[config.mk]
export PLATFORM = sky130hd
export DESIGN_NAME = dpt_timer
export DESIGN_NICKNAME = d
export VERILOG_FILES = /design/src/verilog/dpt_channel.v /design/src/verilog/dpt_prescaler.v /design/src/verilog/dpt_timer.v
export VERILOG_INCLUDE_DIRS = /design/src /design/src/verilog
export SDC_FILE = /design/constraint.sdc
export NUM_CORES = 1
export LEC_CHECK = 0
export BUFFER_PORTS_ARGS = -buffer_cell sky130_fd_sc_hd__buf_2
export CAP_MARGIN = 20
export CORE_MARGIN = 2
export CORE_UTILIZATION = 42
export CTS_CLUSTER_DIAMETER = 80
export DETAILED_ROUTE_END_ITERATION = 12
export SLEW_MARGIN = 20
export SYNTH_ARGS = -nofsm -noshare
export SYNTH_HDL_FRONTEND = slang
export SYNTH_SLANG_ARGS = --single-unit
[constraint.sdc]
create_clock -name mclk_i -period 5.65 [get_ports mclk_i]
set_clock_uncertainty 0.15 [all_clocks]
set_input_delay 0.565 -clock mclk_i [delete_from_list [all_inputs] [get_ports mclk_i]]
set_output_delay 0.565 -clock mclk_i [all_outputs]
set_load 0.05 [all_outputs]
[src/verilog/dpt_map.vh]
// Register map, field positions, reset values and timing counts of the dual PWM timer.
// Assumes a 32-bit classic Wishbone slave with byte addresses; 8-bit registers sit low.
`ifndef DPT_MAP_VH
`define DPT_MAP_VH

////////////////////////////////////////////////////////////////////////////////
// Register byte offsets
`define DPT_ADDR_CTRL      8'h30  // timer_one_control
`define DPT_ADDR_GCTRL     8'h2c  // Channel B control, force strobes, prescaler reset
`define DPT_ADDR_COUNT     8'h40  // count_value
`define DPT_ADDR_CMP_A     8'h44  // chan_a_compare
`define DPT_ADDR_CMP_B     8'h48  // chan_b_compare
`define DPT_ADDR_TOP       8'h4c  // top_value
`define DPT_ADDR_FLAGS     8'h50  // Event flags, write one to clear
`define DPT_ADDR_IRQ_EN    8'h54  // Interrupt enables
`define DPT_ADDR_CLK_SEL   8'h58  // fast_clock_select

////////////////////////////////////////////////////////////////////////////////
// timer_one_control fields
`define DPT_CTRL_CLEAR_ON_TOP  7
`define DPT_CTRL_PWM_A         6
`define DPT_CTRL_MODE_A_HI     5
`define DPT_CTRL_MODE_A_LO     4
`define DPT_CTRL_CS_HI         3
`define DPT_CTRL_CS_LO         0
// Global control fields
`define DPT_GCTRL_PWM_B        6
`define DPT_GCTRL_MODE_B_HI    5
`define DPT_GCTRL_MODE_B_LO    4
`define DPT_GCTRL_FORCE_B      3
`define DPT_GCTRL_FORCE_A      2
`define DPT_GCTRL_PSC_RESET    1
// Flag and enable fields (same positions in both registers)
`define DPT_FLAG_OVF           0
`define DPT_FLAG_CMP_A         1
`define DPT_FLAG_CMP_B         2
`define DPT_IRQ_EN_GLOBAL      3

////////////////////////////////////////////////////////////////////////////////
// Reset values and constants
`define DPT_RST_CTRL       8'h00
`define DPT_RST_GCTRL      8'h00
`define DPT_RST_TOP        8'hff
`define DPT_RST_CMP        8'h00
`define DPT_CS_STOP        4'h0
`define DPT_MODE_OFF       2'h0
`define DPT_MODE_PAIR      2'h1
`define DPT_MODE_CLEAR     2'h2
`define DPT_MODE_SET       2'h3
// Cycles between a counter event and its visible flag
`define DPT_FLAG_SYNC_CYCLES 1

`endif

[src/verilog/dpt_channel.v]
// One compare channel: true and complementary outputs with enables.
// Assumes count_i is stable after upd_i and compare/top values are the active copies.
`timescale 1ns/1ps
`include "dpt_map.vh"

module dpt_channel (
  input  wire       mclk_i,       // System clock
  input  wire       reset_i,      // Synchronous reset, active high
  input  wire       pwm_en_i,     // Channel runs in PWM mode
  input  wire [1:0] mode_i,       // chan_out_mode_hi, chan_out_mode_lo
  input  wire       upd_i,        // Counter took a tick-driven value last edge
  input  wire [7:0] count_i,      // count_value
  input  wire [7:0] cmp_i,        // Active compare value
  input  wire [7:0] top_i,        // top_value
  input  wire       force_i,      // Forced compare action, normal mode only
  output reg        true_o,       // True output level
  output reg        comp_o,       // Complementary output level
  output wire       true_oe_o,    // True output connected to its pin
  output wire       comp_oe_o,    // Complementary output connected to its pin
  output wire       match_o       // Compare match event
);

  ////////////////////////////////////////////////////////////////////////////
  reg  out_next;                  // Shared compare result of both outputs
  wire at_zero;                   // Counter reached zero
  wire hit;                       // Counter reached compare value

  assign at_zero = upd_i && (count_i == 8'h00);
  assign hit     = upd_i && (count_i == cmp_i);
  assign match_o = hit;

  // Output state; match handled after zero so compare zero gives a static level
  always @* begin
    out_next = true_o;
    if (pwm_en_i) begin
      if (at_zero) begin
        out_next = (mode_i != `DPT_MODE_SET);
      end
      // Compare equal to top never acts, which holds the level static
      if (hit && (cmp_i != top_i)) begin
        out_next = (mode_i == `DPT_MODE_SET);
      end
    end else if (hit || force_i) begin
      case (mode_i)
        `DPT_MODE_PAIR:  out_next = ~true_o;
        `DPT_MODE_CLEAR: out_next = 1'b0;
        `DPT_MODE_SET:   out_next = 1'b1;
        default:         out_next = true_o;
      endcase
    end
  end

  // Both outputs load from one result, so the pair never overlaps or gaps
  always @(posedge mclk_i) begin
    if (reset_i) begin
      true_o <= 1'b0;
      comp_o <= 1'b1;
    end else begin
      true_o <= out_next;
      comp_o <= ~out_next;
    end
  end

  assign true_oe_o = (mode_i != `DPT_MODE_OFF);
  assign comp_oe_o = pwm_en_i && (mode_i == `DPT_MODE_PAIR);

endmodule // dpt_channel

[src/verilog/dpt_prescaler.v]
// Prescaler of the dual PWM timer: turns the selected time base into a counter tick.
// Assumes fast_tick_i is a one-cycle pulse synchronous to mclk_i.
`timescale 1ns/1ps
`include "dpt_map.vh"

module dpt_prescaler #(
  parameter DIV_W = 15            // Divider width, enough for divide by 16384
) (
  input  wire       mclk_i,       // System clock
  input  wire       reset_i,      // Synchronous reset, active high
  input  wire       fast_sel_i,   // Use the fast peripheral clock tick as base
  input  wire       fast_tick_i,  // One pulse per fast peripheral clock period
  input  wire       psc_clr_i,    // Restart the divider
  input  wire [3:0] cs_i,         // clock_select_field
  output wire       tick_o        // Counter advance enable
);

  ////////////////////////////////////////////////////////////////////////////
  reg  [DIV_W-1:0] div_reg;       // Free divider of base ticks
  reg  [DIV_W-1:0] div_next;
  wire             base_tick;     // One base period elapsed
  reg  [DIV_W-1:0] mask;          // Low divider bits that must all be one

  assign base_tick = fast_sel_i ? fast_tick_i : 1'b1;

  // Divider advances once per base tick
  always @* begin
    div_next = div_reg;
    if (psc_clr_i) begin
      div_next = {DIV_W{1'b0}};
    end else if (base_tick) begin
      div_next = div_reg + {{(DIV_W-1){1'b0}}, 1'b1};
    end
  end

  always @(posedge mclk_i) begin
    if (reset_i) begin
      div_reg <= {DIV_W{1'b0}};
    end else begin
      div_reg <= div_next;
    end
  end

  // Select code n divides by 2^(n-1); code zero stops the counter
  always @* begin
    if (cs_i == `DPT_CS_STOP) begin
      mask = {DIV_W{1'b0}};
    end else begin
      mask = ({{(DIV_W-1){1'b0}}, 1'b1} << (cs_i - 4'h1)) - {{(DIV_W-1){1'b0}}, 1'b1};
    end
  end

  assign tick_o = (cs_i != `DPT_CS_STOP) && base_tick &&
                  ((div_reg & mask) == mask);

endmodule // dpt_prescaler

[src/verilog/dpt_timer.v]
// Top of the dual 8-bit PWM timer: Wishbone register file, counter, flags, two channels.
// Assumes a classic Wishbone master on mclk_i and a fast peripheral tick synchronous to it.
// Port direction for the output pins is kept outside; the enables here only say who drives.
`timescale 1ns/1ps
`include "dpt_map.vh"

// Overview of operation
// - PWM counter runs zero to top, repeats
// - Two PWM channels, true and complement pins
// - Pair non-overlap is fixed at zero
// - Counter wrap to zero sets overflow flag after delay
// - PWM mode 00 disconnects both outputs
// - Mode 01: true clears on match, complement opposite
// - Mode 10: true clears on match, sets zero
// - Mode 11: true sets on match, clears zero
// - PWM compare writes buffered until top reached
// - Compare reads return latest written value
// - Compare at zero or top gives static levels
// - Interrupt needs flag, enable and global enable
// - Period equals top plus one ticks; 256 ticks without PWM or clear-on-top
// - Clock select codes divide by powers of two
// - Clear-on-top zeroes counter after top match
// - Channel A PWM enable clears after top
// - Normal mode: toggle, clear or set on match
// - Fast clock select picks peripheral clock base
// - Clock select zero stops the counter
// - Channel B PWM enable clears after top
module dpt_timer (
  input  wire        mclk_i,          // System clock, 250 MHz
  input  wire        reset_i,         // Synchronous reset, active high
  input  wire        fast_tick_i,     // fast_peripheral_clock period pulse
  input  wire        wb_cyc_i,        // Wishbone cycle
  input  wire        wb_stb_i,        // Wishbone strobe
  input  wire        wb_we_i,         // Wishbone write enable
  input  wire [7:0]  wb_adr_i,        // Wishbone byte address
  input  wire [3:0]  wb_sel_i,        // Wishbone byte selects
  input  wire [31:0] wb_dat_i,        // Wishbone write data
  output reg  [31:0] wb_dat_o,        // Wishbone read data
  output reg         wb_ack_o,        // Wishbone acknowledge
  output wire        chan_a_out_o,    // pin_chan_a_true level
  output wire        chan_a_out_oe_o, // pin_chan_a_true driven
  output wire        chan_a_comp_o,   // pin_chan_a_comp level
  output wire        chan_a_comp_oe_o,// pin_chan_a_comp driven
  output wire        chan_b_out_o,    // pin_chan_b_true level
  output wire        chan_b_out_oe_o, // pin_chan_b_true driven
  output wire        chan_b_comp_o,   // pin_chan_b_comp level
  output wire        chan_b_comp_oe_o,// pin_chan_b_comp driven
  output wire        ovf_irq_o,       // Overflow interrupt request
  output wire        cmp_a_irq_o,     // Channel A compare interrupt request
  output wire        cmp_b_irq_o      // Channel B compare interrupt request
);

  ////////////////////////////////////////////////////////////////////////////
  // Registers
  reg  [7:0] ctrl_reg;          // timer_one_control
  reg  [6:4] gctrl_reg;         // Channel B enable and mode
  reg  [7:0] count_reg;         // count_value
  reg  [7:0] count_next;
  reg  [7:0] top_reg;           // top_value
  reg  [7:0] cmp_a_reg;         // Active compare A
  reg  [7:0] cmp_b_reg;         // Active compare B
  reg  [7:0] cmp_a_buf_reg;     // Written compare A, what software reads back
  reg  [7:0] cmp_b_buf_reg;     // Written compare B
  reg  [2:0] flags_reg;         // Overflow, compare A, compare B
  reg  [2:0] flags_next;
  reg  [3:0] irq_en_reg;        // Per-flag enables and global enable
  reg        fast_sel_reg;      // fast_clock_select
  reg        upd_reg;           // Counter took a tick-driven value last edge
  reg        ovf_evt_reg;       // Overflow event, one synchronisation stage
  reg  [1:0] cmp_evt_reg;       // Compare events, one synchronisation stage
  reg        force_a_reg;       // Forced action strobe for channel A
  reg        force_b_reg;       // Forced action strobe for channel B
  reg        psc_clr_reg;       // Prescaler restart strobe

  ////////////////////////////////////////////////////////////////////////////
  // Decoded controls and events
  wire       tick;              // Prescaled counter tick
  wire       pwm_a;             // chan_a_pwm_enable
  wire       pwm_b;             // chan_b_pwm_enable
  wire       pwm_any;           // Either channel in PWM mode
  wire       top_hit;           // Tick while counter sits at top
  wire       wrap;              // Counter returns to zero on this tick
  wire       match_a;           // Channel A compare match
  wire       match_b;           // Channel B compare match
  wire       wb_req;            // Request pending, not yet answered
  wire       wb_wr;             // Write takes effect this edge
  wire       wr_lane;           // Low byte lane selected

  assign pwm_a   = ctrl_reg[`DPT_CTRL_PWM_A];
  assign pwm_b   = gctrl_reg[`DPT_GCTRL_PWM_B];
  assign pwm_any = pwm_a | pwm_b;
  assign top_hit = tick && (count_reg == top_reg);
  // Leaving top restarts at zero when any clear source is on; else full 8-bit wrap
  assign wrap    = tick && ((top_hit && (ctrl_reg[`DPT_CTRL_CLEAR_ON_TOP] || pwm_any)) ||
                            (count_reg == 8'hff));
  assign wb_req  = wb_cyc_i && wb_stb_i && !wb_ack_o;
  assign wb_wr   = wb_cyc_i && wb_stb_i && wb_we_i && wb_ack_o;
  assign wr_lane = wb_sel_i[0];

  ////////////////////////////////////////////////////////////////////////////
  // Prescaler
  dpt_prescaler #(
    .DIV_W (15)
  ) u_psc (
    .mclk_i      (mclk_i),
    .reset_i     (reset_i),
    .fast_sel_i  (fast_sel_reg),
    .fast_tick_i (fast_tick_i),
    .psc_clr_i   (psc_clr_reg),
    .cs_i        (ctrl_reg[`DPT_CTRL_CS_HI:`DPT_CTRL_CS_LO]),
    .tick_o      (tick)
  );

  ////////////////////////////////////////////////////////////////////////////
  // Counter: a software write wins and never produces a compare match
  always @* begin
    count_next = count_reg;
    if (wb_wr && wr_lane && (wb_adr_i == `DPT_ADDR_COUNT)) begin
      count_next = wb_dat_i[7:0];
    end else if (wrap) begin
      count_next = 8'h00;
    end else if (tick) begin
      count_next = count_reg + 8'h01;
    end
  end

  // Counter state and the marker that compares look at the fresh value
  always @(posedge mclk_i) begin
    if (reset_i) begin
      count_reg <= 8'h00;
      upd_reg   <= 1'b0;
    end else begin
      count_reg <= count_next;
      upd_reg   <= tick && !(wb_wr && wr_lane && (wb_adr_i == `DPT_ADDR_COUNT));
    end
  end

  ////////////////////////////////////////////////////////////////////////////
  // Compare buffers: in PWM mode the active copy only moves at top, so a
  // write mid-period cannot cut a pulse short
  always @(posedge mclk_i) begin
    if (reset_i) begin
      cmp_a_reg     <= `DPT_RST_CMP;
      cmp_b_reg     <= `DPT_RST_CMP;
      cmp_a_buf_reg <= `DPT_RST_CMP;
      cmp_b_buf_reg <= `DPT_RST_CMP;
    end else begin
      if (wb_wr && wr_lane && (wb_adr_i == `DPT_ADDR_CMP_A)) begin
        cmp_a_buf_reg <= wb_dat_i[7:0];
      end
      if (wb_wr && wr_lane && (wb_adr_i == `DPT_ADDR_CMP_B)) begin
        cmp_b_buf_reg <= wb_dat_i[7:0];
      end
      // Channel A active copy
      if (!pwm_a) begin
        cmp_a_reg <= cmp_a_buf_reg;
      end else if (top_hit) begin
        cmp_a_reg <= cmp_a_buf_reg;
      end
      // Channel B active copy
      if (!pwm_b) begin
        cmp_b_reg <= cmp_b_buf_reg;
      end else if (top_hit) begin
        cmp_b_reg <= cmp_b_buf_reg;
      end
    end
  end

  ////////////////////////////////////////////////////////////////////////////
  // Channels
  dpt_channel u_chan_a (
    .mclk_i    (mclk_i),
    .reset_i   (reset_i),
    .pwm_en_i  (pwm_a),
    .mode_i    (ctrl_reg[`DPT_CTRL_MODE_A_HI:`DPT_CTRL_MODE_A_LO]),
    .upd_i     (upd_reg),
    .count_i   (count_reg),
    .cmp_i     (cmp_a_reg),
    .top_i     (top_reg),
    .force_i   (force_a_reg),
    .true_o    (chan_a_out_o),
    .comp_o    (chan_a_comp_o),
    .true_oe_o (chan_a_out_oe_o),
    .comp_oe_o (chan_a_comp_oe_o),
    .match_o   (match_a)
  );

  dpt_channel u_chan_b (
    .mclk_i    (mclk_i),
    .reset_i   (reset_i),
    .pwm_en_i  (pwm_b),
    .mode_i    (gctrl_reg[`DPT_GCTRL_MODE_B_HI:`DPT_GCTRL_MODE_B_LO]),
    .upd_i     (upd_reg),
    .count_i   (count_reg),
    .cmp_i     (cmp_b_reg),
    .top_i     (top_reg),
    .force_i   (force_b_reg),
    .true_o    (chan_b_out_o),
    .comp_o    (chan_b_comp_o),
    .true_oe_o (chan_b_out_oe_o),
    .comp_oe_o (chan_b_comp_oe_o),
    .match_o   (match_b)
  );

  ////////////////////////////////////////////////////////////////////////////
  // Flags: events pass one stage before they show, mirroring the delayed
  // visibility software must expect; a set in the clearing cycle wins
  always @* begin
    flags_next = flags_reg;
    if (wb_wr && wr_lane && (wb_adr_i == `DPT_ADDR_FLAGS)) begin
      flags_next = flags_reg & ~wb_dat_i[2:0];
    end
    if (ovf_evt_reg) begin
      flags_next[`DPT_FLAG_OVF] = 1'b1;
    end
    if (cmp_evt_reg[0]) begin
      flags_next[`DPT_FLAG_CMP_A] = 1'b1;
    end
    if (cmp_evt_reg[1]) begin
      flags_next[`DPT_FLAG_CMP_B] = 1'b1;
    end
  end

  always @(posedge mclk_i) begin
    if (reset_i) begin
      flags_reg   <= 3'h0;
      ovf_evt_reg <= 1'b0;
      cmp_evt_reg <= 2'h0;
    end else begin
      flags_reg   <= flags_next;
      ovf_evt_reg <= wrap;
      cmp_evt_reg <= {match_b, match_a};
    end
  end

  // Requests need flag, its own enable and the global enable
  assign ovf_irq_o   = flags_reg[`DPT_FLAG_OVF] && irq_en_reg[`DPT_FLAG_OVF] &&
                       irq_en_reg[`DPT_IRQ_EN_GLOBAL];
  assign cmp_a_irq_o = flags_reg[`DPT_FLAG_CMP_A] && irq_en_reg[`DPT_FLAG_CMP_A] &&
                       irq_en_reg[`DPT_IRQ_EN_GLOBAL];
  assign cmp_b_irq_o = flags_reg[`DPT_FLAG_CMP_B] && irq_en_reg[`DPT_FLAG_CMP_B] &&
                       irq_en_reg[`DPT_IRQ_EN_GLOBAL];

  ////////////////////////////////////////////////////////////////////////////
  // Register writes and one-cycle strobes
  always @(posedge mclk_i) begin
    if (reset_i) begin
      ctrl_reg     <= `DPT_RST_CTRL;
      gctrl_reg    <= 3'h0;
      top_reg      <= `DPT_RST_TOP;
      irq_en_reg   <= 4'h0;
      fast_sel_reg <= 1'b0;
      force_a_reg  <= 1'b0;
      force_b_reg  <= 1'b0;
      psc_clr_reg  <= 1'b0;
    end else begin
      force_a_reg <= 1'b0;
      force_b_reg <= 1'b0;
      psc_clr_reg <= 1'b0;
      if (wb_wr && wr_lane) begin
        case (wb_adr_i)
          `DPT_ADDR_CTRL: begin
            ctrl_reg    <= wb_dat_i[7:0];
          end
          `DPT_ADDR_GCTRL: begin
            gctrl_reg   <= wb_dat_i[6:4];
            // Forces only act outside PWM; new mode bits apply in the same write
            force_a_reg <= wb_dat_i[`DPT_GCTRL_FORCE_A] & ~pwm_a;
            force_b_reg <= wb_dat_i[`DPT_GCTRL_FORCE_B] & ~wb_dat_i[`DPT_GCTRL_PWM_B];
            psc_clr_reg <= wb_dat_i[`DPT_GCTRL_PSC_RESET];
          end
          `DPT_ADDR_TOP: begin
            top_reg     <= wb_dat_i[7:0];
          end
          `DPT_ADDR_IRQ_EN: begin
            irq_en_reg  <= wb_dat_i[3:0];
          end
          `DPT_ADDR_CLK_SEL: begin
            fast_sel_reg <= wb_dat_i[0];
          end
          default: begin
            fast_sel_reg <= fast_sel_reg;
          end
        endcase
      end
    end
  end

  ////////////////////////////////////////////////////////////////////////////
  // Wishbone answer: ack one cycle after the request, data latched with it;
  // unmapped addresses are acknowledged and read as zero
  always @(posedge mclk_i) begin
    if (reset_i) begin
      wb_ack_o <= 1'b0;
      wb_dat_o <= 32'h0000_0000;
    end else begin
      wb_ack_o <= wb_req;
      if (wb_req) begin
        case (wb_adr_i)
          `DPT_ADDR_CTRL:    wb_dat_o <= {24'h000000, ctrl_reg};
          `DPT_ADDR_GCTRL:   wb_dat_o <= {25'h0, gctrl_reg, 4'h0};
          `DPT_ADDR_COUNT:   wb_dat_o <= {24'h000000, count_reg};
          `DPT_ADDR_CMP_A:   wb_dat_o <= {24'h000000, cmp_a_buf_reg};
          `DPT_ADDR_CMP_B:   wb_dat_o <= {24'h000000, cmp_b_buf_reg};
          `DPT_ADDR_TOP:     wb_dat_o <= {24'h000000, top_reg};
          `DPT_ADDR_FLAGS:   wb_dat_o <= {29'h0, flags_reg};
          `DPT_ADDR_IRQ_EN:  wb_dat_o <= {28'h0000000, irq_en_reg};
          `DPT_ADDR_CLK_SEL: wb_dat_o <= {31'h0, fast_sel_reg};
          default:           wb_dat_o <= 32'h0000_0000;
        endcase
      end
    end
  end

endmodule // dpt_timer
# Yosys cells after proc, flatten, opt, wreduce, memory -nomap -nowiden
# Index checks and enable logic that the tools add are counted.
[totals] in_bits=50 register_bits=126 word_cells=145 out_inout_bits=44
[op_classes] n_shift=1 reduce_logical=50 bitwise_logic=14 eq_ne=26 addsub=4 n_mux=24
[op_table] operator="$pmux 8 s9" n=1
[op_table] operator="$eq 8x7->1 const B" n=7
[op_table] operator="$mux 8" n=7
[op_table] operator="$logic_and 1x1->1" n=28
[op_table] operator="$eq 8x8->1" n=3
[op_table] operator="$eq 8x6->1 const B" n=2
[op_table] operator="$ne 8x8->1" n=2
[op_table] operator="$add 15x1->15 const B" n=1
[op_table] operator="$and 15x15->15" n=1
[op_table] operator="$eq 15x15->1" n=1
[op_table] operator="$mux 15" n=1
[op_table] operator="$shl 1x4->15 const A" n=1
[op_table] operator="$sub 15x1->15 const B" n=1
[op_table] operator="$mux 1" n=12
[op_table] operator="$reduce_and 2->1" n=5
[op_table] operator="$reduce_bool 2->1" n=5
[op_table] operator="$add 8x1->8 const B" n=1
[op_table] operator="$eq 2x2->1 const B" n=4
[op_table] operator="$eq 8x8->1 const B" n=1
[op_table] operator="$logic_not 8->1" n=1
[op_table] operator="$not 1->1" n=8
[op_table] operator="$pmux 1 s3" n=2
[op_table] operator="$eq 2x1->1 const B" n=2
[op_table] operator="$logic_not 4->1" n=1
[op_table] operator="14 further kinds" n=21

# Logic depth before layout (Yosys ltp)
# Gate-level depths: netlist of run 1.
[logic_depth] depth_word=13 mapped_depth=13 depth_no_buf=9

# Modules after synthesis
# A second synthesis of run 1 with hierarchy kept.
[hier_totals] cells_unflattened=680 hier_area_um2=5855.6
[by_module_without_submodules] mod="dpt_timer" n_inst=1 cells_per_inst=457 seq_area_each_um2=1661.6 area_per_inst_um2=4090.2
[by_module_without_submodules] mod="dpt_prescaler" n_inst=1 cells_per_inst=135 seq_area_each_um2=300.3 area_per_inst_um2=1042.2
[by_module_without_submodules] mod="dpt_channel" n_inst=2 cells_per_inst=44 seq_area_each_um2=40.0 area_per_inst_um2=361.6

# Least setup slack after synthesis of run 1
# OpenSTA, ideal clock, no wires.
[synth_path] path_kind="register -> register" from="register ctrl_reg[3]" to="register cmp_b_reg[0]" stages_incl_launch_ff=14 synth_period_minus_slack_ps=2741 t_arrival_ps=2519 slack_ps=2909 setup_ps=72 path_buffers=4 cell_sequence="dfxtp_1 -> buf_6 -> buf_6 -> nor2_1 -> nand3b_1 -> ha_1 -> buf_4 -> nor2b_1 -> a31oi_1 -> o32a_1 -> and3_4 -> buf_6 -> a31oi_4 -> mux2i_1"
[synth_via] elab_chain_cells=9 word_cells_on_any_way=12 classes_between="2 x add/sub; 2 x eq/ne; 1 x shift; 1 x mux; 1 x bitwise; 5 x reduce/logical"
[synth_rtl] item="start, declared" line_no="dpt_timer.v:55" rtl="reg [7:0] ctrl_reg;"
[synth_rtl] item="start signal, assigned" line_no="dpt_timer.v:248" rtl="ctrl_reg <= `DPT_RST_CTRL;"
[synth_rtl] item="start signal, assigned" line_no="dpt_timer.v:263" rtl="ctrl_reg <= wb_dat_i[7:0];"
[synth_rtl] item="$sub 4x1->4" line_no="dpt_prescaler.v:49" rtl="mask = ({{(DIV_W-1){1'b0}}, 1'b1} << (cs_i - 4'h1)) - {{(DIV_W-1){1'b0}}, 1'b1};"
[synth_rtl] item="$shl 1x4->15" line_no="dpt_prescaler.v:49"
[synth_rtl] item="$sub 15x1->15" line_no="dpt_prescaler.v:49"
[synth_rtl] item="$mux 15" line_no="dpt_prescaler.v:46" rtl="if (cs_i == `DPT_CS_STOP) begin"
[synth_rtl] item="$and 15x15->15" line_no="dpt_prescaler.v:54" rtl="((div_reg & mask) == mask);"
[synth_rtl] item="$eq 15x15->1" line_no="dpt_prescaler.v:54"
[synth_rtl] item="$logic_and 1x1->1 *" line_no="dpt_prescaler.v:53" rtl="assign tick_o = (cs_i != `DPT_CS_STOP) && base_tick &&"
[synth_rtl] item="$logic_and 1x1->1 *" line_no="dpt_timer.v:92" rtl="assign top_hit = tick && (count_reg == top_reg);"
[synth_rtl] item="$ne 2x1->1 (no source line) *"
[synth_rtl] item="end signal, assigned" line_no="dpt_timer.v:144" rtl="cmp_b_reg <= `DPT_RST_CMP;"
[synth_rtl] item="end signal, assigned" line_no="dpt_timer.v:162" rtl="cmp_b_reg <= cmp_b_buf_reg;"
[synth_rtl] item="end signal, assigned" line_no="dpt_timer.v:164" rtl="cmp_b_reg <= cmp_b_buf_reg;"
[synth_rtl] item="end, declared" line_no="dpt_timer.v:61" rtl="reg [7:0] cmp_b_reg;"
# Every way passes the cells marked *; elsewhere a longest branch is shown, timed or not.
# A chain may end at the register's enable or synchronous reset.

# Worst setup path after layout of run 1
[layout_path] from="register ctrl_reg[2]" to="register cmp_a_reg[3]"
[layout_via] elab_chain_cells=9 word_cells_on_any_way=12 classes_between="2 x add/sub; 2 x eq/ne; 1 x shift; 1 x mux; 1 x bitwise; 5 x reduce/logical"
[layout_rtl] item="$sub 4x1->4" line_no="dpt_prescaler.v:49"
[layout_rtl] item="$shl 1x4->15" line_no="dpt_prescaler.v:49"
[layout_rtl] item="$sub 15x1->15" line_no="dpt_prescaler.v:49"
[layout_rtl] item="$mux 15" line_no="dpt_prescaler.v:46"
[layout_rtl] item="$and 15x15->15" line_no="dpt_prescaler.v:54"
[layout_rtl] item="$eq 15x15->1" line_no="dpt_prescaler.v:54"
[layout_rtl] item="$logic_and 1x1->1 *" line_no="dpt_prescaler.v:53"
[layout_rtl] item="$logic_and 1x1->1 *" line_no="dpt_timer.v:92"
[layout_rtl] item="$ne 2x1->1 (no source line) *"
[layout_rtl] item="end signal, assigned" line_no="dpt_timer.v:143" rtl="cmp_a_reg <= `DPT_RST_CMP;"
[layout_rtl] item="end signal, assigned" line_no="dpt_timer.v:156" rtl="cmp_a_reg <= cmp_a_buf_reg;"
[layout_rtl] item="end signal, assigned" line_no="dpt_timer.v:158" rtl="cmp_a_reg <= cmp_a_buf_reg;"
[layout_rtl] item="end, declared" line_no="dpt_timer.v:60" rtl="reg [7:0] cmp_a_reg;"
# Marks and branches as above.

==> out/metrics.yaml, run 1 <==
power_and_ir_drop:
  vdd_drop_max_uv: 154
  intPower_mw: 1.09
  switchingPower_mw: 0.371
  seq_power_share_pct: 49.8
  leakage_nw: 2.27
  p_per_area_nw_per_um2: 228
  clkPwrFrac_pct: 43.7
  combPwrFrac_pct: 6.5
  swShare_pct: 25.4
route:
  postRouteWirelength_mm: 16.3
  wl_per_cell_um: 17.8
  ant_nets: 0
  vias_per_cell: 5.83
  via_count: 5336
  drc: 0
  drt_iter0_drc: 502
  drt_pass1_iterations: 5
layout:
  regArea_um2: 2040
  antenna-diode-count: 0
  drive_gt1_share_pct: 11.4
  nNetsFinal: 784
  multi_input_area_um2: 3550
  fin_cells: 915
  largest_reg_flops: 15
  synthToLayoutAreaGrowth_pct: 5.56
  nFillCells: 1410
clocking:
  path_clk_slew_ns: 0.07
  insertion_delay_ns: 0.36
  clock_sinks: 102
  root_buffer: "clkbuf_16"
  cts_buffer_depth: 2
  holdBufCountCts: 0
  post-cts-setup-buffers: 0
  postCtsResizedCells: 0
  htree_levels: 3
  cts_made_buffers: 9
  cts_tree: "yes"
grt:
  met1_usage_pct: 29.8
  antenna_found_initial: 0
  grt_usage_pct: 22.0
  grt_pass1_vias: 4939
  grt_first_pass_wirelength_mm: 25.9
  overflow: 0
  grtUsageMet3_pct: 4.67
  grt_max_degree: 62
  met2_usage_pct: 35.2
  top_usage_layer: "met2"
placed_design:
  gp_congestion: 0.894
  io_buffers: 42
  place_inst: 899
  hpwlAfterDp_mm: 11.6
timing:
  finalSetupViolations: 0
  setup_tns_ns: 0
  hold_viol: 0
  fin_crit_ns: 3.35
  max-slew-margin-rel_pct: 48.9
  max_freq_mhz: 298
  drv_slew: 0
  fin_crit_sh_pct: 59.4
  worstMarginPinSlew_ns: 0.760
  hold-worst-slack_ns: 0.298
  rsz0062_at_grt: "false"
synthesis:
  syn_area_um2: 6050
  syn-mean-instance-area_um2: 8.21
  synthCells: 737
  yosys_warnings: 0
  ys_async_sr_fraction_pct: 0
  ys.flop_type: "dfxtp_1"
  synth_seq_cells: 102
  synth.distinct_cells: 77
  synth-edff-count: 0
  yosysSeqAreaShare_pct: 33.7
worst_setup_path:
  crit_required_ns: 5.79
  worst-path-max-fanout: 19
  worstReg2RegStart: "ctrl_reg[2]"
  setup.worst_path.start_class: "flop"
  ff2ff_path_depth: 9
  reg2reg_slack_ns: 2.30
  crit_arrival_ns: 3.49
  r2r_end: "cmp_a_reg[3]"
  path_class: "reg2reg"
  crit_path_end_kind: "flop"
die:
  ioPinCount: 94
  coreArea_um2: 14000
  die-area_um2: 15400
  fp-row-count: 43
  die_x_um: 124
  die_h_um: 124
  start_util_pct: 43.3
outcome:
  status: "completed"
min_path:
  hp-start: "cmp_evt_reg[0]"
  min_path_cells: 2
  hold_path_end: "flags_reg[1]"
  hold_path.class: "reg2reg"
run:
  maxCapViolations: 0
## cell usage after synthesis (10+ instances only)
master    instances  area, µm²
inv_1            13       48.8
a21oi_1          44        220
xor2_1           14        123
and3_1           12       75.1
a22oi_1          29        218
nand2_1          77        289
clkbuf_1         34        128
xnor2_1          40        350
mux2i_1          21        210
nand3_1          52        260
nand4_1          14       87.6
nand2b_1         37        231
nor2_1           51        191
nor3_1           12       60.1
buf_4            29        218
nand3b_1         14        105
buf_2            10       50.1
dfxtp_1         102       2040
## stage by stage
step	instance area (µm²)	total power, mW	utilization [%]	worst slack, ns
after global placement	6090	0.835	43.5	2.52
after CTS	6390	1.47	45.7	2.32
final	6390	1.46	45.7	2.30
after floorplan	6140	0.825	-	2.91
after global routing	6390	1.50	45.7	2.04
after detailed placement	6090	0.837	43.5	2.37
## cell usage in the layout, fill, tap and decap left out, drive strengths merged, types with 3 or more instances in the layout
| master | n |
|---|---|
| dfxtp | 102 |
| nand2 | 77 |
| nand3 | 52 |
| nor2 | 52 |
| a21oi | 45 |
| buf | 44 |
| xnor2 | 40 |
| nand2b | 37 |
| a22oi | 30 |
| conb | 24 |
| mux2i | 21 |
| nand4 | 15 |
| nand3b | 14 |
| xor2 | 14 |
| inv | 14 |
| and3 | 13 |
| nor3 | 13 |
| clkbuf | 10 |
| nor4 | 10 |
| nor3b | 9 |
| o21ai | 9 |
| or2 | 8 |
| a31oi | 7 |
| and4 | 6 |
| a311oi | 5 |
| and2 | 4 |
| o31ai | 4 |
| ha | 4 |
| o32a | 3 |
| nor2b | 3 |
| a222oi | 3 |
| o31a | 3 |
| clkinvlp | 3 |
| o21bai | 3 |
| or4 | 3 |
## layout make-up
class	instances	area share, %
flip-flops and latches	102	32.0
well taps	180	3.53
clock buffers	10	3.58
repair buffers	44	3.53
clock inverters	6	1.10
inverters	13	0.764
multi-input cells	560	55.5
## worst max-delay path, stage by stage, from the launching register on
cell	delay (ns)
dfxtp_1	0.74
nor2_1	0.20
nand3b_1	0.14
ha_1	0.39
nor3b_2	0.27
a31oi_1	0.08
o32a_1	0.35
and3_4	0.24
a31oi_4	0.45
mux2i_1	0.26
## routing by layer
layer  vias to the layer above  part of all wire [%]
li1                       2540                     -
met1                      2549                    45
met2                       214                    46
met3                        33                   6.8
met4                         0                   2.2
met5                         -                     0
## worst max path at each step
stage	start	end	slack (ns)	cells past startpoint
floorplan	ctrl_reg[3]	cmp_b_reg[0]	2.91	13
global placement	ctrl_reg[2]	cmp_a_reg[2]	2.52	9
detailed placement	ctrl_reg[3]	cmp_a_reg[6]	2.37	9
CTS	ctrl_reg[3]	cmp_a_reg[3]	2.32	9
global route	ctrl_reg[2]	cmp_a_reg[4]	2.04	9
finish	ctrl_reg[2]	cmp_a_reg[3]	2.30	9
## kinds of logic (layout without fill, tap and decap cells)
kind of cell / count (synthesis) / count (layout) / synth area share [%]
AOI/OAI and AO/OA: 130 / 130 / 15.2
DFF: 102 / 102 / 33.7
muxes: 21 / 21 / 3.47
and+or+nand+nor: 327 / 327 / 29.8
other: 1 / 24 / 0.0620
buffers and inverters: 98 / 73 / 9.10
adders and majority gates: 4 / 4 / 0.827
xor gates and xnor gates: 54 / 54 / 7.82
## power by group through the flow
stage	clock [mW]	sequential (mW)	combinational [mW]
final	0.638	0.726	0.0947
after global routing	0.672	0.726	0.102
after CTS	0.650	0.726	0.0941
after detailed placement	0	0.743	0.0939
after global placement	0	0.743	0.0923
after floorplan	0	0.741	0.0841
Note: power is estimated with default switching activity, not from simulation.
==> run 2, diff against run 1 <==
--- a/config.mk
+++ b/config.mk
@@ -6,6 +6,7 @@
 export SDC_FILE = /design/constraint.sdc
 export NUM_CORES = 1
 export LEC_CHECK = 0
+export ABC_AREA = 1
 export BUFFER_PORTS_ARGS = -buffer_cell sky130_fd_sc_hd__buf_2
 export CAP_MARGIN = 20
 export CORE_MARGIN = 2
==> constraint.sdc (replaced) <==
create_clock -name mclk_i -period 2.8 [get_ports mclk_i]
set_clock_uncertainty 0.15 [all_clocks]
set_input_delay 0.28 -clock mclk_i [delete_from_list [all_inputs] [get_ports mclk_i]]
set_output_delay 0.28 -clock mclk_i [all_outputs]
set_load 0.05 [all_outputs]
==> run 2 against run 1 <==
Wire length grew 8.3%. Critical endpoint is now cmp_b_reg[3]. Synthesized cell count is 17% higher. Cell area is 1.3% higher. Critical path depth increased by 7. Non-clock buffer count rose by 20. Combinational power up 96%. Hold slack got worse by 0.23 ns. First-iteration DRC count unchanged.
==> out/metrics.yaml, run 2 <==
timing:
  fin_ws_ns: 0.321
  drv_slew: 0
  hold_viol: 0
  worstMarginPinSlew_ns: 0.656
  max_freq_mhz: 403
  setup_tns_ns: 0
  finalSetupViolations: 0
  max-slew-margin-rel_pct: 56.2
  fin_crit_ns: 2.48
  fin_crit_sh_pct: 88.5
  rsz0062_at_grt: "false"
clocking:
  clock_sinks: 102
  cts_made_buffers: 9
  htree_levels: 3
  cts_buffer_depth: 2
  cts_tree: "yes"
  path_clk_slew_ns: 0.08
  insertion_delay_ns: 0.36
  root_buffer: "clkbuf_16"
layout:
  layout_common_cells: "nand2_1 (148), nor2_1 (116), inv_1 (104), dfxtp_1 (102), nand3_1 (61)"
  fin_cells: 1083
  antenna-diode-count: 0
  largest_reg_flops: 15
  layout_commonest_cell: "nand2_1"
  drive_gt1_share_pct: 12.2
  synthToLayoutAreaGrowth_pct: 11.3
  nNetsFinal: 956
placed_design:
  io_buffers: 42
  gp_congestion: 0.938
  dp_slack_ns: 0.214
  place_inst: 1065
  hpwlAfterDp_mm: 13.5
worst_setup_path:
  crit_slowest_cell: "dfxtp_1"
  critPathBufInv: 2
  worst-path-max-fanout: 8
  cpMostUsedCell: "nor2_1"
  crit_arrival_ns: 2.58
  max_stage_delay_ns: 0.38
  crit_family: "simple AND/OR/NAND/NOR gates"
  crit_path_end_kind: "flop"
  path_class: "reg2reg"
  crit_required_ns: 2.90
  path_cells: "inv_2 -> nand3_1 -> ha_2 -> nor2_1 -> nor2_1 -> nand3_1 -> nor2_1 -> nand2_1 -> nor2_2 -> nand4_2 -> nor2_4 -> nand3_4 -> nand2_1 -> inv_2 -> nor2_1 -> nor2_1"
  setup.worst_path.start_class: "flop"
power_and_ir_drop:
  combPwrFrac_pct: 6.3
  swShare_pct: 25.9
  clkPwrFrac_pct: 44.4
  leakage_nw: 2.63
  seq_power_share_pct: 49.3
  vdd_drop_max_uv: 276
  switchingPower_mw: 0.766
  p_per_area_nw_per_um2: 457
  intPower_mw: 2.19
  finalPower_mw: 2.96
route:
  wl_per_cell_um: 16.3
  drt_pass1_iterations: 6
  ant_nets: 0
  drc: 0
  via_count: 5645
  drt_iter0_drc: 502
  postRouteWirelength_mm: 17.6
  vias_per_cell: 5.21
synthesis:
  ys.flop_type: "dfxtp_1"
  synth.distinct_cells: 42
  yosysTopAreaCell: "dfxtp_1"
  syn-mean-instance-area_um2: 6.77
  synth_seq_cells: 102
  yosysSeqAreaShare_pct: 35.1
  synth_common_cells: "nand2_1 (148), nor2_1 (116), inv_1 (104)"
  synthMostInstantiatedCell: "nand2_1"
  synth_area_leaders: "dfxtp_1 (35%), nand2_1 (9.6%), nor2_1 (7.5%)"
  ys_async_sr_fraction_pct: 0
  yosys_warnings: 0
  synthCells: 859
  syn_area_um2: 5810
  synth-edff-count: 0
  yosysTopAreaCellShare_pct: 35.1
grt:
  antenna_found_initial: 0
  grt_usage_pct: 24.3
  overflow: 0
  grt_first_pass_wirelength_mm: 27.4
  grt_pass1_vias: 5018
  grt_max_degree: 42
die:
  fp-row-count: 42
  ioPinCount: 94
  coreArea_um2: 13400
  die-area_um2: 14800
  die_h_um: 122
  start_util_pct: 43.4
  die_x_um: 122
run:
  maxCapViolations: 0
min_path:
  hold_path.class: "in2reg"
outcome:
  status: "completed"
-- run 2: changes by cell type in the layout (fill, tap and decap cells not counted), moves of 16 or more --
cell / change
mux2i_1: -21
nand2b_1: -37
xnor2_1: -23
buf_4: +19
nand2_1: +71
a21oi_1: +16
inv_1: +91
nor2_1: +66
nor3_1: +18
o21ai_0: +39
a22oi_1: -29
-- run 2: repair_timing --
| item | 4_1_cts | 5_1_grt |
|---|---|---|
| endpoints found under the setup margin | 0 | 9 |
| hold buffers | 0 | 0 |
| gates resized for setup | 0 | 2 |
| setup buffers | 0 | 2 |
-- run 2: per-layer routing --
layer / vias to the layer above / part of all wire (%) / GRT usage, %
met5: - / 0 / 0
met4: 0 / 2.0 / 6.68
met3: 26 / 7.4 / 5.85
met2: 193 / 44 / 37.4
met1: 2577 / 46 / 34.2
li1: 2849 / - / -
-- run 2: worst paths after layout --
path | from | to | slack [ns] | cells after the start
min reg2reg | cmp_evt_reg[0] | flags_reg[1] | 0.29 | 2
max reg2reg | ctrl_reg[3] | cmp_b_reg[3] | 0.32 | 16
min | wb_dat_i[6] | force_b_reg | 0.07 | 2
max | ctrl_reg[3] | cmp_b_reg[3] | 0.32 | 16
-- run 2: logic make-up (layout without fill, tap and decap cells) --
family          after synthesis  count (layout)  synth area share (%)
fa+ha+maj                     4               4                 0.861
simple gates                405             405                  31.8
xor+xnor                     30              30                  4.52
compound gates              150             150                  14.6
flops                       102             102                  35.1
other cells                   1              24                0.0645
buf+inv                     167             192                  13.0
-- run 2: cell type report --
cell class	count	area [µm²]
clock buffer	9	225
timing repair buffer	64	379
tap	176	220
multi-input combinational	613	3100
inverter	112	420
fill	1416	6930
clock inverter	7	80.1
sequential	102	2040
-- run 2: metrics by stage --
| stage | instance area [µm²] | hold slack, ns | utilization [%] |
|---|---|---|---|
| 2_1_floorplan | 5900 | 0.206 | - |
| 3_5_place_dp | 6140 | 0.276 | 45.8 |
| 5_1_grt | 6470 | 0.0594 | 48.3 |
| 4_1_cts | 6450 | 0.0511 | 48.1 |
| 6_report | 6470 | 0.0725 | 48.3 |
| 3_3_place_gp | 6140 | 0.276 | 45.8 |
-- run 2: power groups by stage --
stage | sequential, mW | combinational, mW | clock, mW
after CTS | 1.46 | 0.184 | 1.34
after floorplan | 1.49 | 0.152 | 0
final | 1.46 | 0.186 | 1.31
after global routing | 1.46 | 0.200 | 1.40
after detailed placement | 1.49 | 0.184 | 0
after global placement | 1.49 | 0.183 | 0
==> run 3, diff against run 2 <==
--- a/config.mk
+++ b/config.mk
@@ -13,6 +13,7 @@
 export CORE_UTILIZATION = 42
 export CTS_CLUSTER_DIAMETER = 80
 export DETAILED_ROUTE_END_ITERATION = 12
+export RECOVER_POWER = 100
 export SLEW_MARGIN = 20
 export SYNTH_ARGS = -nofsm -noshare
 export SYNTH_HDL_FRONTEND = slang
==> run 3 against run 2 <==
Cell count stayed put. Core utilization is 0.54 points lower. Largest power group unchanged. Clock power hardly changed. Critical path type unchanged. Highest routed layer unchanged.
==> out/metrics.yaml, run 3 (synthesis gave the netlist of run 2 again) <==
placed_design:
  hpwlAfterDp_mm: 13.5
  gp_congestion: 0.938
  io_buffers: 42
worst_setup_path:
  crit_family: "simple AND/OR/NAND/NOR gates"
  path_class: "reg2reg"
  path_cells: "inv_2 -> nand3_1 -> ha_2 -> nor2_1 -> nor2_1 -> nand3_1 -> nor2_1 -> nand2_1 -> nor2_2 -> nand4_1 -> nor2_4 -> nand3_4 -> clkbuf_2 -> nand3_1 -> nand2_1 -> nor2_1"
  crit_required_ns: 2.95
  startpoint: "ctrl_reg[3]"
  crit_slowest_cell: "dfxtp_1"
  worst-path-max-fanout: 7
  max_stage_delay_ns: 0.39
  worstReg2RegStart: "ctrl_reg[3]"
  cpMostUsedCell: "nor2_1"
  critPathBufInv: 2
  crit_arrival_ns: 2.68
  setup.worst_path.start_class: "flop"
  crit_path_end_kind: "flop"
clocking:
  clock_sinks: 102
  holdBufCountCts: 0
  cts_made_buffers: 9
  path_clk_slew_ns: 0.08
  insertion_delay_ns: 0.36
  root_buffer: "clkbuf_16"
  htree_levels: 3
  cts_buffer_depth: 2
  cts_tree: "yes"
grt:
  overflow: 0
  grtUsageMet3_pct: 5.85
  met1_usage_pct: 34.2
  grt_first_pass_wirelength_mm: 27.4
  met2_usage_pct: 37.4
  antenna_found_initial: 0
  top_usage_layer: "met2"
  grt_usage_pct: 24.3
  grt_max_degree: 42
  grt_pass1_vias: 5018
route:
  wl_per_cell_um: 16.3
  drt_pass1_iterations: 6
  postRouteWirelength_mm: 17.6
  drc: 0
  ant_nets: 0
  vias_per_cell: 5.26
  via_count: 5692
  drt_iter0_drc: 544
layout:
  nNetsFinal: 956
  synthToLayoutAreaGrowth_pct: 10.0
  antenna-diode-count: 0
  largest_reg_flops: 15
  layout_common_cells: "nand2_1 (148), nor2_1 (116), inv_1 (104), dfxtp_1 (102), nand3_1 (65)"
  nFillCells: 1438
  regArea_um2: 2040
  drive_gt1_share_pct: 8.93
  layout_commonest_cell: "nand2_1"
  multi_input_area_um2: 3080
timing:
  hold_viol: 0
  max-slew-margin-rel_pct: 44.9
  rsz0062_at_grt: "false"
  fin_crit_sh_pct: 90.1
  max_freq_mhz: 396
  hold-worst-slack_ns: 0.0701
  drv_slew: 0
  finalSetupViolations: 0
  fin_crit_ns: 2.52
  setup_tns_ns: 0
  worstMarginPinSlew_ns: 0.826
die:
  start_util_pct: 43.4
  fp-row-count: 42
  ioPinCount: 94
  die_x_um: 122
  die-area_um2: 14800
  coreArea_um2: 13400
  die_h_um: 122
min_path:
  hold_path.class: "in2reg"
  hp-start: "wb_dat_i[6]"
power_and_ir_drop:
  vdd_drop_max_uv: 275
  leakage_nw: 2.51
  p_per_area_nw_per_um2: 463
run:
  maxCapViolations: 0
outcome:
  status: "completed"
run 3: stage by stage:
stage | utilization, % | area, µm² | setup WS, ns | instances | power (mW)
after CTS | 48.1 | 6450 | 0.175 | 1081 | 2.98
final | 47.7 | 6400 | 0.276 | 1083 | 2.96
after detailed placement | 45.8 | 6140 | 0.214 | 1065 | 1.68
after global routing | 47.7 | 6400 | 0.0351 | 1083 | 3.06
after floorplan | - | 5900 | 0.449 | 882 | 1.65
after global placement | 45.8 | 6140 | 0.199 | 1065 | 1.67
run 3: layout make-up:
type	instances	area share [%]
clock buffer	9	3.52
multi-input combinational	613	48.1
clock inverter	7	1.25
tap	176	3.44
timing repair buffer	64	5.20
sequential	102	31.9
inverter	112	6.57
run 3: worst reg2reg max path, cell delays in order, from the launching register on:
cell      delay [ns]
dfxtp_1         0.39
inv_2           0.10
nand3_1         0.12
ha_2            0.34
nor2_1          0.04
nor2_1          0.10
nand3_1         0.08
nor2_1          0.10
nand2_1         0.07
nor2_2          0.12
nand4_1         0.15
nor2_4          0.18
nand3_4         0.13
clkbuf_2        0.18
nand3_1         0.09
nand2_1         0.06
nor2_1          0.10
run 3: repair_timing:
action / in CTS / in global routing
setup buffers: 0 / 2
resized for setup: 0 / 2
setup endpoints to repair: 0 / 9
run 3: routing by layer:
metal / part of all wire (%) / vias up
met5: 0 / -
met4: 2.2 / 0
met3: 7.3 / 28
met2: 44 / 205
met1: 46 / 2603
li1: - / 2856
run 3: power breakdown:
part           switching [mW]  total [mW]  internal [mW]
registers             0.00423        1.46           1.45
clock network           0.610        1.32          0.707
logic                   0.154       0.185         0.0315
total                   0.768        2.96           2.19
run 3: path summary, 6_finish.rpt:
path / end / slack (ns) / cells after the start
max: cmp_a_reg[1] / 0.28 / 16
min: force_b_reg / 0.07 / 2
max reg2reg: cmp_a_reg[1] / 0.28 / 16
min reg2reg: flags_reg[1] / 0.29 / 2
